## src/pssc_pkg.sv

```systemverilog
// Package for the status and control pin logic of the rectifier.
// Assumes a 200 MHz core clock and a two-wire serial target on the pins.
package pssc_pkg;
  localparam int unsigned CLK_MHZ           = 200;
  localparam logic [3:0]  CTRL_ADDR_PATTERN = 4'hB;
  localparam logic [3:0]  ROM_ADDR_PATTERN  = 4'hA;
  localparam int unsigned ROM_DEPTH         = 128;
  localparam int unsigned ROM_AW            = 7;
  localparam int unsigned CTRL_DEPTH        = 16;
  localparam logic [7:0]  CMD_ON_OFF        = 8'h01;
  localparam logic [7:0]  CMD_FW_ON         = 8'h80;
  localparam logic [7:0]  ON_OFF_DEFAULT    = 8'h80;
  localparam int unsigned SYNC_STAGES       = 2;
  typedef enum logic [2:0] {
    PSSC_IDLE, PSSC_ADDR, PSSC_ADDR_ACK, PSSC_WRITE, PSSC_WRITE_ACK,
    PSSC_READ, PSSC_READ_ACK
  } pssc_state_t;
  typedef enum logic [1:0] {PSSC_TGT_NONE, PSSC_TGT_CTRL, PSSC_TGT_ROM} pssc_tgt_t;
endpackage : pssc_pkg

```

## src/pssc_mem_if.sv

```systemverilog
// Interface between the serial target and its byte memory.
// Assumes a single clock shared by both sides.
`timescale 1ns/1ps
interface pssc_mem_if;
  logic       wr_en;
  logic [6:0] wr_addr;
  logic [7:0] wr_data;
  logic [6:0] rd_addr;
  logic [7:0] rd_data;
  modport ctrl (output wr_en, output wr_addr, output wr_data, output rd_addr, input rd_data);
  modport mem  (input wr_en, input wr_addr, input wr_data, input rd_addr, output rd_data);
endinterface : pssc_mem_if

```

## src/pssc_mem.sv

```systemverilog
// Byte memory standing in for the separate serial EEPROM array.
// Assumes synchronous write and registered read on the core clock.
`timescale 1ns/1ps
module pssc_mem #(
  parameter int unsigned DEPTH = 128
) (
  input  wire logic  clock,
  pssc_mem_if.mem    port
);
  logic [7:0] store [DEPTH];
  logic [7:0] rd_data_ff;

  // Write port and registered read port
  always_ff @(posedge clock)
  begin
    if (port.wr_en)
    begin
      store[port.wr_addr] <= port.wr_data;
    end
    rd_data_ff <= store[port.rd_addr];
  end
  assign port.rd_data = rd_data_ff;
endmodule : pssc_mem

```

## src/pssc_top.sv

```systemverilog
// Status and control pin logic of the rectifier with its serial target.
// Assumes all pins but alert_event asynchronous to clock; nrst stands for bias power loss.
`timescale 1ns/1ps
module pssc_top
  import pssc_pkg::*;
(
  input  wire logic clock,
  input  wire logic nrst,
  input  wire logic remote_on_in,
  input  wire logic enable_n_in,
  input  wire logic write_lock_in,
  input  wire logic slot_select_2,
  input  wire logic slot_select_1,
  input  wire logic slot_select_0,
  input  wire logic input_in_range,
  input  wire logic output_present,
  input  wire logic over_temp_trip,
  input  wire logic over_voltage_trip,
  input  wire logic over_current_trip,
  input  wire logic alert_event,
  input  wire logic scl_in,
  input  wire logic sda_in,
  output logic      sda_out,
  output logic      sda_oe,
  output logic      main_output_on,
  output logic      input_good_out,
  output logic      output_good_out,
  output logic      fault_out,
  output logic      unit_inserted_out,
  output logic      alert_out,
  output logic      fw_override
);
  import pssc_pkg::*;

  localparam int unsigned NSYNC = 13;
  // Reset image of the pins: lock, slot selects, clock and data sit at their pull-up level
  localparam logic [NSYNC-1:0] SYNC_IDLE = 13'h0783;
  logic [NSYNC-1:0] raw_in;
  logic [NSYNC-1:0] sync1_ff;
  logic [NSYNC-1:0] sync2_ff;
  logic [NSYNC-1:0] nxt_sync1;
  logic [NSYNC-1:0] nxt_sync2;

  // Gather asynchronous pins for the two-stage synchroniser
  assign raw_in = {remote_on_in, enable_n_in, write_lock_in, slot_select_2, slot_select_1,
                   slot_select_0, input_in_range, output_present, over_temp_trip,
                   over_voltage_trip, over_current_trip, scl_in, sda_in};

  always_comb
  begin
    nxt_sync1 = raw_in;
    nxt_sync2 = sync1_ff;
  end

  always_ff @(posedge clock or negedge nrst)
  begin
    if (!nrst)
    begin
      sync1_ff <= SYNC_IDLE;
      sync2_ff <= SYNC_IDLE;
    end
    else
    begin
      sync1_ff <= nxt_sync1;
      sync2_ff <= nxt_sync2;
    end
  end

  logic       s_remote;
  logic       s_enable_n;
  logic       s_lock;
  logic [2:0] s_slot;
  logic       s_in_ok;
  logic       s_out_ok;
  logic       s_ot;
  logic       s_ov;
  logic       s_oc;
  logic       s_scl;
  logic       s_sda;
  assign {s_remote, s_enable_n, s_lock, s_slot, s_in_ok, s_out_ok, s_ot, s_ov, s_oc,
          s_scl, s_sda} = sync2_ff;

  // Serial bus edge and condition detection
  logic scl_d_ff;
  logic sda_d_ff;
  logic scl_rise;
  logic scl_fall;
  logic start_cond;
  logic stop_cond;
  assign scl_rise   = s_scl & ~scl_d_ff;
  assign scl_fall   = ~s_scl & scl_d_ff;
  assign start_cond = s_scl & scl_d_ff & sda_d_ff & ~s_sda;
  assign stop_cond  = s_scl & scl_d_ff & ~sda_d_ff & s_sda;

  pssc_state_t state_ff;
  pssc_state_t nxt_state;
  pssc_tgt_t   tgt_ff;
  pssc_tgt_t   nxt_tgt;
  logic [7:0]  shift_ff;
  logic [7:0]  nxt_shift;
  logic [3:0]  bit_ff;
  logic [3:0]  nxt_bit;
  logic        rnw_ff;
  logic        nxt_rnw;
  logic        first_ff;
  logic        nxt_first;
  logic [7:0]  ptr_ff;
  logic [7:0]  nxt_ptr;
  logic        sda_oe_ff;
  logic        nxt_sda_oe;
  logic        nack_ff;
  logic        nxt_nack;
  logic [7:0]  fw_on_off_ff;
  logic [7:0]  nxt_fw_on_off;
  logic        fw_taken_ff;
  logic        nxt_fw_taken;
  logic [7:0]  ctrl_rd;

  pssc_mem_if mem_port ();

  pssc_mem #(
    .DEPTH (ROM_DEPTH)
  ) u_mem (
    .clock (clock),
    .port  (mem_port)
  );

  // Controller readback: status bits reported only when the host asks
  always_comb
  begin
    ctrl_rd = 8'h00;
    if (ptr_ff == CMD_ON_OFF)
    begin
      ctrl_rd = fw_on_off_ff;
    end
    else
    begin
      ctrl_rd = {s_in_ok, s_out_ok, s_ot, s_ov, s_oc, main_output_on, fw_taken_ff, ~s_lock};
    end
  end

  // Serial target next-state logic
  always_comb
  begin
    nxt_state     = state_ff;
    nxt_tgt       = tgt_ff;
    nxt_shift     = shift_ff;
    nxt_bit       = bit_ff;
    nxt_rnw       = rnw_ff;
    nxt_first     = first_ff;
    nxt_ptr       = ptr_ff;
    nxt_sda_oe    = sda_oe_ff;
    nxt_nack      = nack_ff;
    nxt_fw_on_off = fw_on_off_ff;
    nxt_fw_taken  = fw_taken_ff;
    mem_port.wr_en   = 1'b0;
    mem_port.wr_addr = ptr_ff[ROM_AW-1:0];
    mem_port.wr_data = shift_ff;
    mem_port.rd_addr = ptr_ff[ROM_AW-1:0];
    if (start_cond)
    begin
      nxt_state  = PSSC_ADDR;
      nxt_tgt    = PSSC_TGT_NONE; // Forget the last target so a stray stop clears nothing
      nxt_bit    = 4'h0;
      nxt_sda_oe = 1'b0;
    end
    else if (stop_cond)
    begin
      nxt_state  = PSSC_IDLE;
      nxt_sda_oe = 1'b0;
    end
    else
    begin
      case (state_ff)
        PSSC_IDLE:
          nxt_sda_oe = 1'b0;
        PSSC_ADDR:
          if (scl_rise)
          begin
            nxt_shift = {shift_ff[6:0], s_sda};
            nxt_bit   = bit_ff + 4'h1;
          end
          else if (scl_fall && bit_ff == 4'h8)
          begin
            nxt_rnw   = shift_ff[0];
            nxt_first = 1'b1;
            if (shift_ff[7:1] == {CTRL_ADDR_PATTERN, s_slot})
            begin
              nxt_tgt    = PSSC_TGT_CTRL;
              nxt_state  = PSSC_ADDR_ACK;
              nxt_sda_oe = 1'b1;
            end
            else if (shift_ff[7:1] == {ROM_ADDR_PATTERN, s_slot})
            begin
              nxt_tgt    = PSSC_TGT_ROM;
              nxt_state  = PSSC_ADDR_ACK;
              nxt_sda_oe = 1'b1;
            end
            else
            begin
              nxt_state = PSSC_IDLE;
            end
          end
        PSSC_ADDR_ACK:
          if (scl_fall)
          begin
            nxt_bit = 4'h0;
            if (rnw_ff)
            begin
              nxt_state  = PSSC_READ;
              nxt_shift  = (tgt_ff == PSSC_TGT_CTRL) ? ctrl_rd : mem_port.rd_data;
              nxt_sda_oe = ~((tgt_ff == PSSC_TGT_CTRL) ? ctrl_rd[7] : mem_port.rd_data[7]);
            end
            else
            begin
              nxt_state  = PSSC_WRITE;
              nxt_sda_oe = 1'b0;
            end
          end
        PSSC_WRITE:
          if (scl_rise)
          begin
            nxt_shift = {shift_ff[6:0], s_sda};
            nxt_bit   = bit_ff + 4'h1;
          end
          else if (scl_fall && bit_ff == 4'h8)
          begin
            nxt_state  = PSSC_WRITE_ACK;
            nxt_sda_oe = 1'b1;
            nxt_first  = 1'b0;
            if (first_ff)
            begin
              nxt_ptr = shift_ff;
            end
            else if (tgt_ff == PSSC_TGT_CTRL)
            begin
              if (ptr_ff == CMD_ON_OFF)
              begin
                nxt_fw_on_off = shift_ff;
                nxt_fw_taken  = 1'b1;
              end
            end
            else
            begin
              mem_port.wr_en = ~s_lock;
              nxt_ptr        = ptr_ff + 8'h01;
            end
          end
        PSSC_WRITE_ACK:
          if (scl_fall)
          begin
            nxt_state  = PSSC_WRITE;
            nxt_bit    = 4'h0;
            nxt_sda_oe = 1'b0;
          end
        PSSC_READ:
          if (scl_fall)
          begin
            nxt_bit = bit_ff + 4'h1;
            if (bit_ff == 4'h7)
            begin
              nxt_state  = PSSC_READ_ACK;
              nxt_sda_oe = 1'b0;
              if (tgt_ff == PSSC_TGT_ROM)
              begin
                nxt_ptr = ptr_ff + 8'h01;
              end
            end
            else
            begin
              nxt_shift  = {shift_ff[6:0], 1'b0};
              nxt_sda_oe = ~shift_ff[6];
            end
          end
        PSSC_READ_ACK:
          if (scl_rise)
          begin
            nxt_nack = s_sda;
          end
          else if (scl_fall)
          begin
            if (nack_ff)
            begin
              nxt_state = PSSC_IDLE;
            end
            else
            begin
              nxt_state  = PSSC_READ;
              nxt_bit    = 4'h0;
              nxt_shift  = (tgt_ff == PSSC_TGT_CTRL) ? ctrl_rd : mem_port.rd_data;
              nxt_sda_oe = ~((tgt_ff == PSSC_TGT_CTRL) ? ctrl_rd[7] : mem_port.rd_data[7]);
            end
          end
        default:
          nxt_state = PSSC_IDLE;
      endcase
    end
  end

  // Serial target registers; firmware state falls back to pin control on reset
  always_ff @(posedge clock or negedge nrst)
  begin
    if (!nrst)
    begin
      state_ff     <= PSSC_IDLE;
      tgt_ff       <= PSSC_TGT_NONE;
      shift_ff     <= 8'h00;
      bit_ff       <= 4'h0;
      rnw_ff       <= 1'b0;
      first_ff     <= 1'b0;
      ptr_ff       <= 8'h00;
      sda_oe_ff    <= 1'b0;
      nack_ff      <= 1'b0;
      fw_on_off_ff <= ON_OFF_DEFAULT;
      fw_taken_ff  <= 1'b0;
      scl_d_ff     <= 1'b1;
      sda_d_ff     <= 1'b1;
    end
    else
    begin
      state_ff     <= nxt_state;
      tgt_ff       <= nxt_tgt;
      shift_ff     <= nxt_shift;
      bit_ff       <= nxt_bit;
      rnw_ff       <= nxt_rnw;
      first_ff     <= nxt_first;
      ptr_ff       <= nxt_ptr;
      sda_oe_ff    <= nxt_sda_oe;
      nack_ff      <= nxt_nack;
      fw_on_off_ff <= nxt_fw_on_off;
      fw_taken_ff  <= nxt_fw_taken;
      scl_d_ff     <= s_scl;
      sda_d_ff     <= s_sda;
    end
  end

  // Open-drain data line: only ever pulls low
  assign sda_out = 1'b0;
  assign sda_oe  = sda_oe_ff;

  // Status pins, registered; high means released
  logic [5:0] stat_ff;
  logic [5:0] nxt_stat;
  logic       alert_ff;
  logic       nxt_alert;
  logic       fw_on;
  assign fw_on = (fw_on_off_ff & CMD_FW_ON) != 8'h00;

  always_comb
  begin
    nxt_stat[0] = s_remote & fw_on & ~s_enable_n;
    nxt_stat[1] = s_in_ok;
    nxt_stat[2] = s_out_ok;
    nxt_stat[3] = ~(s_ot | s_ov | s_oc | ~s_in_ok | ~s_out_ok);
    nxt_stat[4] = 1'b0;
    nxt_stat[5] = 1'b0;
    nxt_alert   = alert_ff | alert_event;
    if (stop_cond && tgt_ff == PSSC_TGT_CTRL && !alert_event)
    begin
      nxt_alert = 1'b0;
    end
  end

  always_ff @(posedge clock or negedge nrst)
  begin
    if (!nrst)
    begin
      stat_ff  <= 6'h00;
      alert_ff <= 1'b0;
    end
    else
    begin
      stat_ff  <= nxt_stat;
      alert_ff <= nxt_alert;
    end
  end

  assign main_output_on    = stat_ff[0];
  assign input_good_out    = stat_ff[1];
  assign output_good_out   = stat_ff[2];
  assign fault_out         = stat_ff[3];
  assign unit_inserted_out = stat_ff[4];
  assign alert_out         = ~alert_ff;
  assign fw_override       = fw_taken_ff;
endmodule : pssc_top

```

## config.mk

```make
export PLATFORM = sky130hd
export DESIGN_NAME = pssc_top
export DESIGN_NICKNAME = d
export VERILOG_FILES = /design/src/pssc_pkg.sv /design/src/pssc_mem_if.sv /design/src/pssc_mem.sv /design/src/pssc_top.sv
export SDC_FILE = /design/constraint.sdc
export NUM_CORES = 1
export LEC_CHECK = 0
export BUFFER_PORTS_ARGS = -buffer_cell sky130_fd_sc_hd__buf_4
export CORE_ASPECT_RATIO = 0.5
export CORE_MARGIN = 1.5
export CORE_UTILIZATION = 42
export CTS_BUF_LIST = sky130_fd_sc_hd__clkbuf_4
export DETAILED_ROUTE_END_ITERATION = 8
export MAX_ROUTING_LAYER = met4
export PLACE_DENSITY_LB_ADDON = 0.12
export SLEW_MARGIN = 10
export SYNTH_ARGS = -nofsm -noshare
export SYNTH_HDL_FRONTEND = slang
export SYNTH_SLANG_ARGS = --single-unit
```

## constraint.sdc

```tcl
create_clock -name clock -period 2.88 [get_ports clock]
set_input_delay 0.144 -clock clock [delete_from_list [all_inputs] [get_ports clock]]
set_output_delay 0.144 -clock clock [all_outputs]
set_load 0.03 [all_outputs]
```

Word level (Yosys, flattened, before mapping)
Memories as Yosys holds them, arrays and structs flattened. A register that Yosys moved wholly into a read port is not among the register bits.
Cells that the tools add are included.
{"block": "word_totals", "out_inout_bits": 9, "word_cells": 207, "input_bits": 16, "ramBits": 1024, "register_bits": 71, "n_memories": 1}
{"name": "u_mem.store", "depth": 128, "width": 8, "read_ports": 1, "rd_ports_with_merged_regs": 1, "wr": 1, "line": "pssc_mem.sv:10", "source": "logic [7:0] store [DEPTH];"}
{"block": "classes", "muxes": 83, "n_bitwise": 30, "eq_ne": 49, "addsub": 2, "reduce_logical": 25}
{"cell": "$mux 8", "count": 17}
{"cell": "$ne 4x4->1 const B", "count": 11}
{"cell": "$mux 3", "count": 14}
{"cell": "$mux 4", "count": 8}
{"cell": "$pmux 8 s4", "count": 1}
{"cell": "$mux 1", "count": 29}
{"cell": "$ne 2x2->1 const B", "count": 14}
{"cell": "$reduce_and 11->1", "count": 2}
{"cell": "$pmux 3 s7", "count": 1}
{"cell": "$mux 2", "count": 9}
{"cell": "$ne 3x3->1 const B", "count": 6}
{"cell": "$not 1->1", "count": 16}
{"cell": "$pmux 4 s4", "count": 1}
{"cell": "$pmux 8 s2", "count": 1}
{"cell": "$reduce_and 8->1", "count": 2}
{"cell": "$eq 7x7->1", "count": 2}
{"cell": "$reduce_and 12->1", "count": 1}
{"cell": "$reduce_and 5->1", "count": 2}
{"cell": "$and 1x1->1", "count": 9}
{"cell": "$eq 3x3->1 const B", "count": 3}
{"cell": "$reduce_and 9->1", "count": 1}
{"cell": "$reduce_bool 9->1", "count": 1}
{"cell": "$add 8x1->8 const B", "count": 1}
{"cell": "$eq 8x1->1 const B", "count": 1}
{"cell": "other kinds (23)", "count": 36}

Logic depth before layout (Yosys ltp)
{"block": "logic_depth", "depth_word": 10, "mapped_depth": 12, "ltp_nobuf": 8}

Cells and area by module
A second synthesis with hierarchy kept.
{"block": "unflattened", "cells_unflattened": 1944, "hier_area_um2": 43025.0}
{"mod": "pssc_mem", "instances": 1, "seq_area_each_um2": 30909.6, "cells_each": 1635, "area_per_inst_um2": 39661.8}
{"mod": "pssc_top", "instances": 1, "seq_area_each_um2": 1795.5, "cells_each": 309, "area_per_inst_um2": 3363.2}

Worst setup path after synthesis
Ideal clock, no wire load.
{"block": "synth_timing", "path_kind": "reg-to-reg", "startpoint": "reg shift_ff[2] (netlist: mem_port.wr_data[2])", "endpoint": "reg state_ff[1]", "period_less_slack_ns": 3.165, "required_ns": 2.797, "setup_ns": 0.083, "stages_incl_launch_ff": 7, "setup_slack_ns": -0.285, "n_path_buf": 0, "arrival_time_ns": 3.082, "path_cell_list": "dfrtp_1 xor2_1 nor4_1 a21oi_1 a2bb2oi_1 or3_1 o21ai_0"}
{"block": "synth_between", "elab_chain_cells": 8, "elab_cells_between_ends": 9, "classes_between": "eq/ne (2); mux (7)"}
{"element": "start: declaration", "line": "pssc_top.sv:99", "source": "logic [7:0] shift_ff;"}
{"element": "start signal: assignment", "line": "pssc_top.sv:323", "source": "shift_ff <= nxt_shift;"}
{"element": "$eq 7x7->1", "line": "pssc_top.sv:193", "source": "else if (shift_ff[7:1] == {ROM_ADDR_PATTERN, s_slot})"}
{"element": "$mux 2", "line": "pssc_top.sv:193"}
{"element": "$mux 2 (*)", "line": "pssc_top.sv:187", "source": "if (shift_ff[7:1] == {CTRL_ADDR_PATTERN, s_slot})"}
{"element": "$mux 3 (*)", "line": "pssc_top.sv:183", "source": "else if (scl_fall && bit_ff == 4'h8)"}
{"element": "$mux 3 (*)", "line": "pssc_top.sv:178", "source": "if (scl_rise)"}
{"element": "$pmux 3 s7 (*)", "line": "pssc_top.sv:174", "source": "case (state_ff)"}
{"element": "$mux 3 (*)", "line": "pssc_top.sv:167", "source": "else if (stop_cond)"}
{"element": "$mux 3 (*)", "line": "pssc_top.sv:160", "source": "if (start_cond)"}
{"element": "end signal: assignment", "line": "pssc_top.sv:321", "source": "state_ff <= nxt_state;"}
{"element": "end: declaration", "line": "pssc_top.sv:95", "source": "pssc_state_t state_ff;"}
Every way passes the cells marked *; elsewhere a longest branch is shown, timed or not. The select of a mux whose other input is x is not followed.
A chain may end at the register's enable or synchronous reset.

==> reports/results.tsv <==
metric	value	unit
r2r_cells	10	
synthMuxAreaShare	4.962	%
grtUsageTotal	29.22	%
synth-simple-area-share	5.527	%
synth-compound-area-share	12.35	%
num_rows	83	
crit_path_end	u_mem.port.rd_data[7]	
place_ws	-0.5932	ns
power	36.34	mW
synthXorXnorAreaFrac	0.08027	%
h-tree-depth	5	
slew_viol_final	0	
relSlewSlack	34.88	%
worst_setup_path_start_kind	register	
outcome	finished, violations left	
postSynthAreaPerCell	15.80	um2
io_pins	25	
max-clock-path-buffers	4	
clock-sinks	1103	
layoutNonFillerInstCount	4961	
violations	negative setup slack	
setup_ws	-0.03276	ns
grt_max_degree	134	
ys_types	79	
max_freq	0.3433	GHz
ys_ff_latch	1103	
drive_gt1_share	30.92	%
timing.final.crit_share	101.1	%
start_util	42.45	%
synth-edff-count	1024	
placed_cells_incl_taps	4453	
cp.required	3.99	ns
ys_async_sr_fraction	6.437	%
rsz0062_at_grt	yes	
dp.final_hpwl	97600	um
die-area	106000	um2
place.gp.congestion	0.9264	
period_minus_slack	2.913	ns
clock_skew	0.1014	ns
r2r-end	u_mem.port.rd_data[7]	
maxCapViolCount	0	
crit_path_max_fanout	11	
powerDensity	679.8	nW/um2
numCtsBuffers	276	
path_clk_slew	0.08	ns
grt-ovfl-total	0	
r2r_slack	-0.03	ns
grt_pass1_vias	29040	
syn_to_final_growth	22.48	%
grt_antenna_before_repair	4	
hp-class	input port to async pin	
clk_latency	1.28	ns
netlist_area	43640	um2
die_x	458.9	um
synth_cells	2763	
synthAdderAreaFrac	0.1147	%
routed-via-count	29870	
crit_start	ptr_ff[0]	
grt_pass1_wl	213500	um
synth_top_family_by_area	compound AO/OA/AOI/OAI gates	
drt_pre_antenna_iters	6	
fin_nets	3437	
core_area	102800	um2
drc	0	
reg2reg_from	ptr_ff[0]	
routedWlPerCell	30.42	um
finalWirelength	150900	um
finalHoldViolCount	0	
via_per_inst	6.021	
crit_path_end_kind	register	
drtAntennaViolNets	0	
tritoncts	done	
setup_viol	5	
ys.flop_type	edfxtp_1	
critPathKind	register to register	
hold_ws	0.1097	ns
arrival	4.03	ns
final_util	51.99	%
drt_iter0_drc	4107	
die_h	230.9	um
ys_warn_count	0	
tightestPinTransition	0.9768	ns
vdd_drop_max	0.9873	mV
io_buffers	22	
yosysSeqAreaShare	74.94	%
p_leak	18.39	nW
cts_root_buf	clkbuf_4	
nFillCells	8679	
-- per-stage QoR --
step	setup TNS [ns]	instance area, um2
floorplan	-5.319	43660
global placement	-2.201	49330
detailed placement	-2.322	49330
CTS	0	53140
global route	-0.1949	53450
finish	-0.08061	53460
-- metal layers --
| metal | vias up | GRT usage, % | wire length, um |
|---|---|---|---|
| met5 | - | - | 0 |
| met1 | 15260 | 41.84 | 65850 |
| li1 | 12620 | - | - |
| met4 | 0 | 9.230 | 3742 |
| met3 | 244 | 7.279 | 16360 |
| met2 | 1743 | 40.77 | 64960 |
-- cell families (layout without fill, tap and decap cells) --
logic type / after synthesis / count (layout)
flip-flops: 1103 / 1103
AO/OA/AOI/OAI: 747 / 747
AND/OR/NAND/NOR: 494 / 494
buffers and inverters: 224 / 1053
multiplexers: 186 / 186
adder cells (fa/ha/maj): 4 / 4
XOR/XNOR: 4 / 4
other: 1 / 10
-- sequential cells by signal, indices dropped and copies added, names as in the netlist, 2 cells and up --
| name | flops |
|---|---|
| sync2_ff | 13 |
| bit_ff | 4 |
| ptr_ff | 8 |
| fw_on_off_ff | 8 |
| nxt_sync2 | 13 |
| tgt_ff | 2 |
| stat_ff | 4 |
| state_ff | 3 |
| mem_port.wr_data | 8 |
| u_mem.port.rd_data | 8 |
| u_mem.store | 1024 |
-- layout make-up --
| cell class | count | area [um2] | area share, % |
|---|---|---|---|
| tap | 1360 | 1702 | 3.183 |
| multi-input combinational | 1437 | 10380 | 19.42 |
| timing repair buffer | 582 | 5246 | 9.814 |
| antenna | 8 | 20.02 | 0.03745 |
| inverter | 17 | 66.31 | 0.1241 |
| clock inverter | 53 | 285.3 | 0.5337 |
| sequential | 1103 | 32750 | 61.26 |
| clock buffer | 401 | 3010 | 5.631 |
-- timing repair --
item,CTS,global route
buffers inserted,2,7
hold endpoints to repair,85,0
resized for setup,24,31
endpoints found under the setup margin,9,47
pin swaps,4,8
gates cloned,0,1
hold buffers,36,0
-- critical path: stages, from the launching register on --
cell and delay [ns]:
dfrtp_4 0.50, buf_12 0.18, buf_4 0.15, nor2_4 0.07
buf_12 0.16, buf_4 0.18, a221oi_1 0.52, o22ai_1 0.17
a22o_1 0.31, nor4_4 0.32, o2111ai_2 0.17
-- how the worst min path moves through the flow --
stage                 startpoint               to  cells past startpoint
2_1_floorplan               nrst         alert_ff                      0
3_3_place_gp              scl_in     nxt_sync2[1]                      1
5_1_grt            slot_select_0     nxt_sync2[7]                      3
6_report                    nrst  fw_on_off_ff[7]                      3
3_5_place_dp       slot_select_0     nxt_sync2[7]                      1
4_1_cts        over_current_trip     nxt_sync2[2]                      3
-- synthesized netlist by cell type (17+ instances only) --
cell | count | area share (%)
a22oi_1 | 90 | 1.5
a221oi_1 | 129 | 2.6
mux4_2 | 21 | 1.1
nor2_1 | 189 | 1.6
o31ai_1 | 17 | 0.29
dfrtp_1 | 56 | 3.2
edfxtp_1 | 1024 | 70
nand2_1 | 103 | 0.89
clkbuf_1 | 155 | 1.3
a21oi_1 | 120 | 1.4
nor2b_1 | 48 | 0.69
a22o_1 | 41 | 0.82
a31oi_1 | 21 | 0.30
a211oi_1 | 35 | 0.60
buf_1 | 27 | 0.23
buf_2 | 22 | 0.25
o22ai_1 | 60 | 0.86
mux2_2 | 29 | 0.75
nand3b_1 | 19 | 0.33
o21ai_0 | 89 | 1.0
mux2i_1 | 135 | 3.1
nor3_1 | 23 | 0.26
nand3_1 | 30 | 0.34
-- power by group --
group	total (mW)	switching, mW	leakage (nW)	internal (mW)
registers	20.3	0.440	10.3	19.8
logic	3.08	2.68	6.11	0.398
clock network	13.0	6.36	1.99	6.62
-- layout by cell type, fill, tap and decap left out, drive strengths merged, types with 10 or more instances in the layout --
cell type and instances:
a211o 13, a211oi 36, a21o 13, a21oi 120, a221o 10, a221oi 129, a22o 41, a22oi 90
a31oi 21, buf 546, clkbuf 402, clkinv 46, dfrtp 56, dfstp 15, dlygate4sd3 35, edfxtp 1024
inv 21, mux2 30, mux2i 135, mux4 21, nand2 103, nand2b 15, nand3 30, nand3b 19
nor2 189, nor2b 48, nor3 23, o21ai 89, o221ai 16, o22a 16, o22ai 60, o31ai 17
Power figures use the tool's default switching activity.
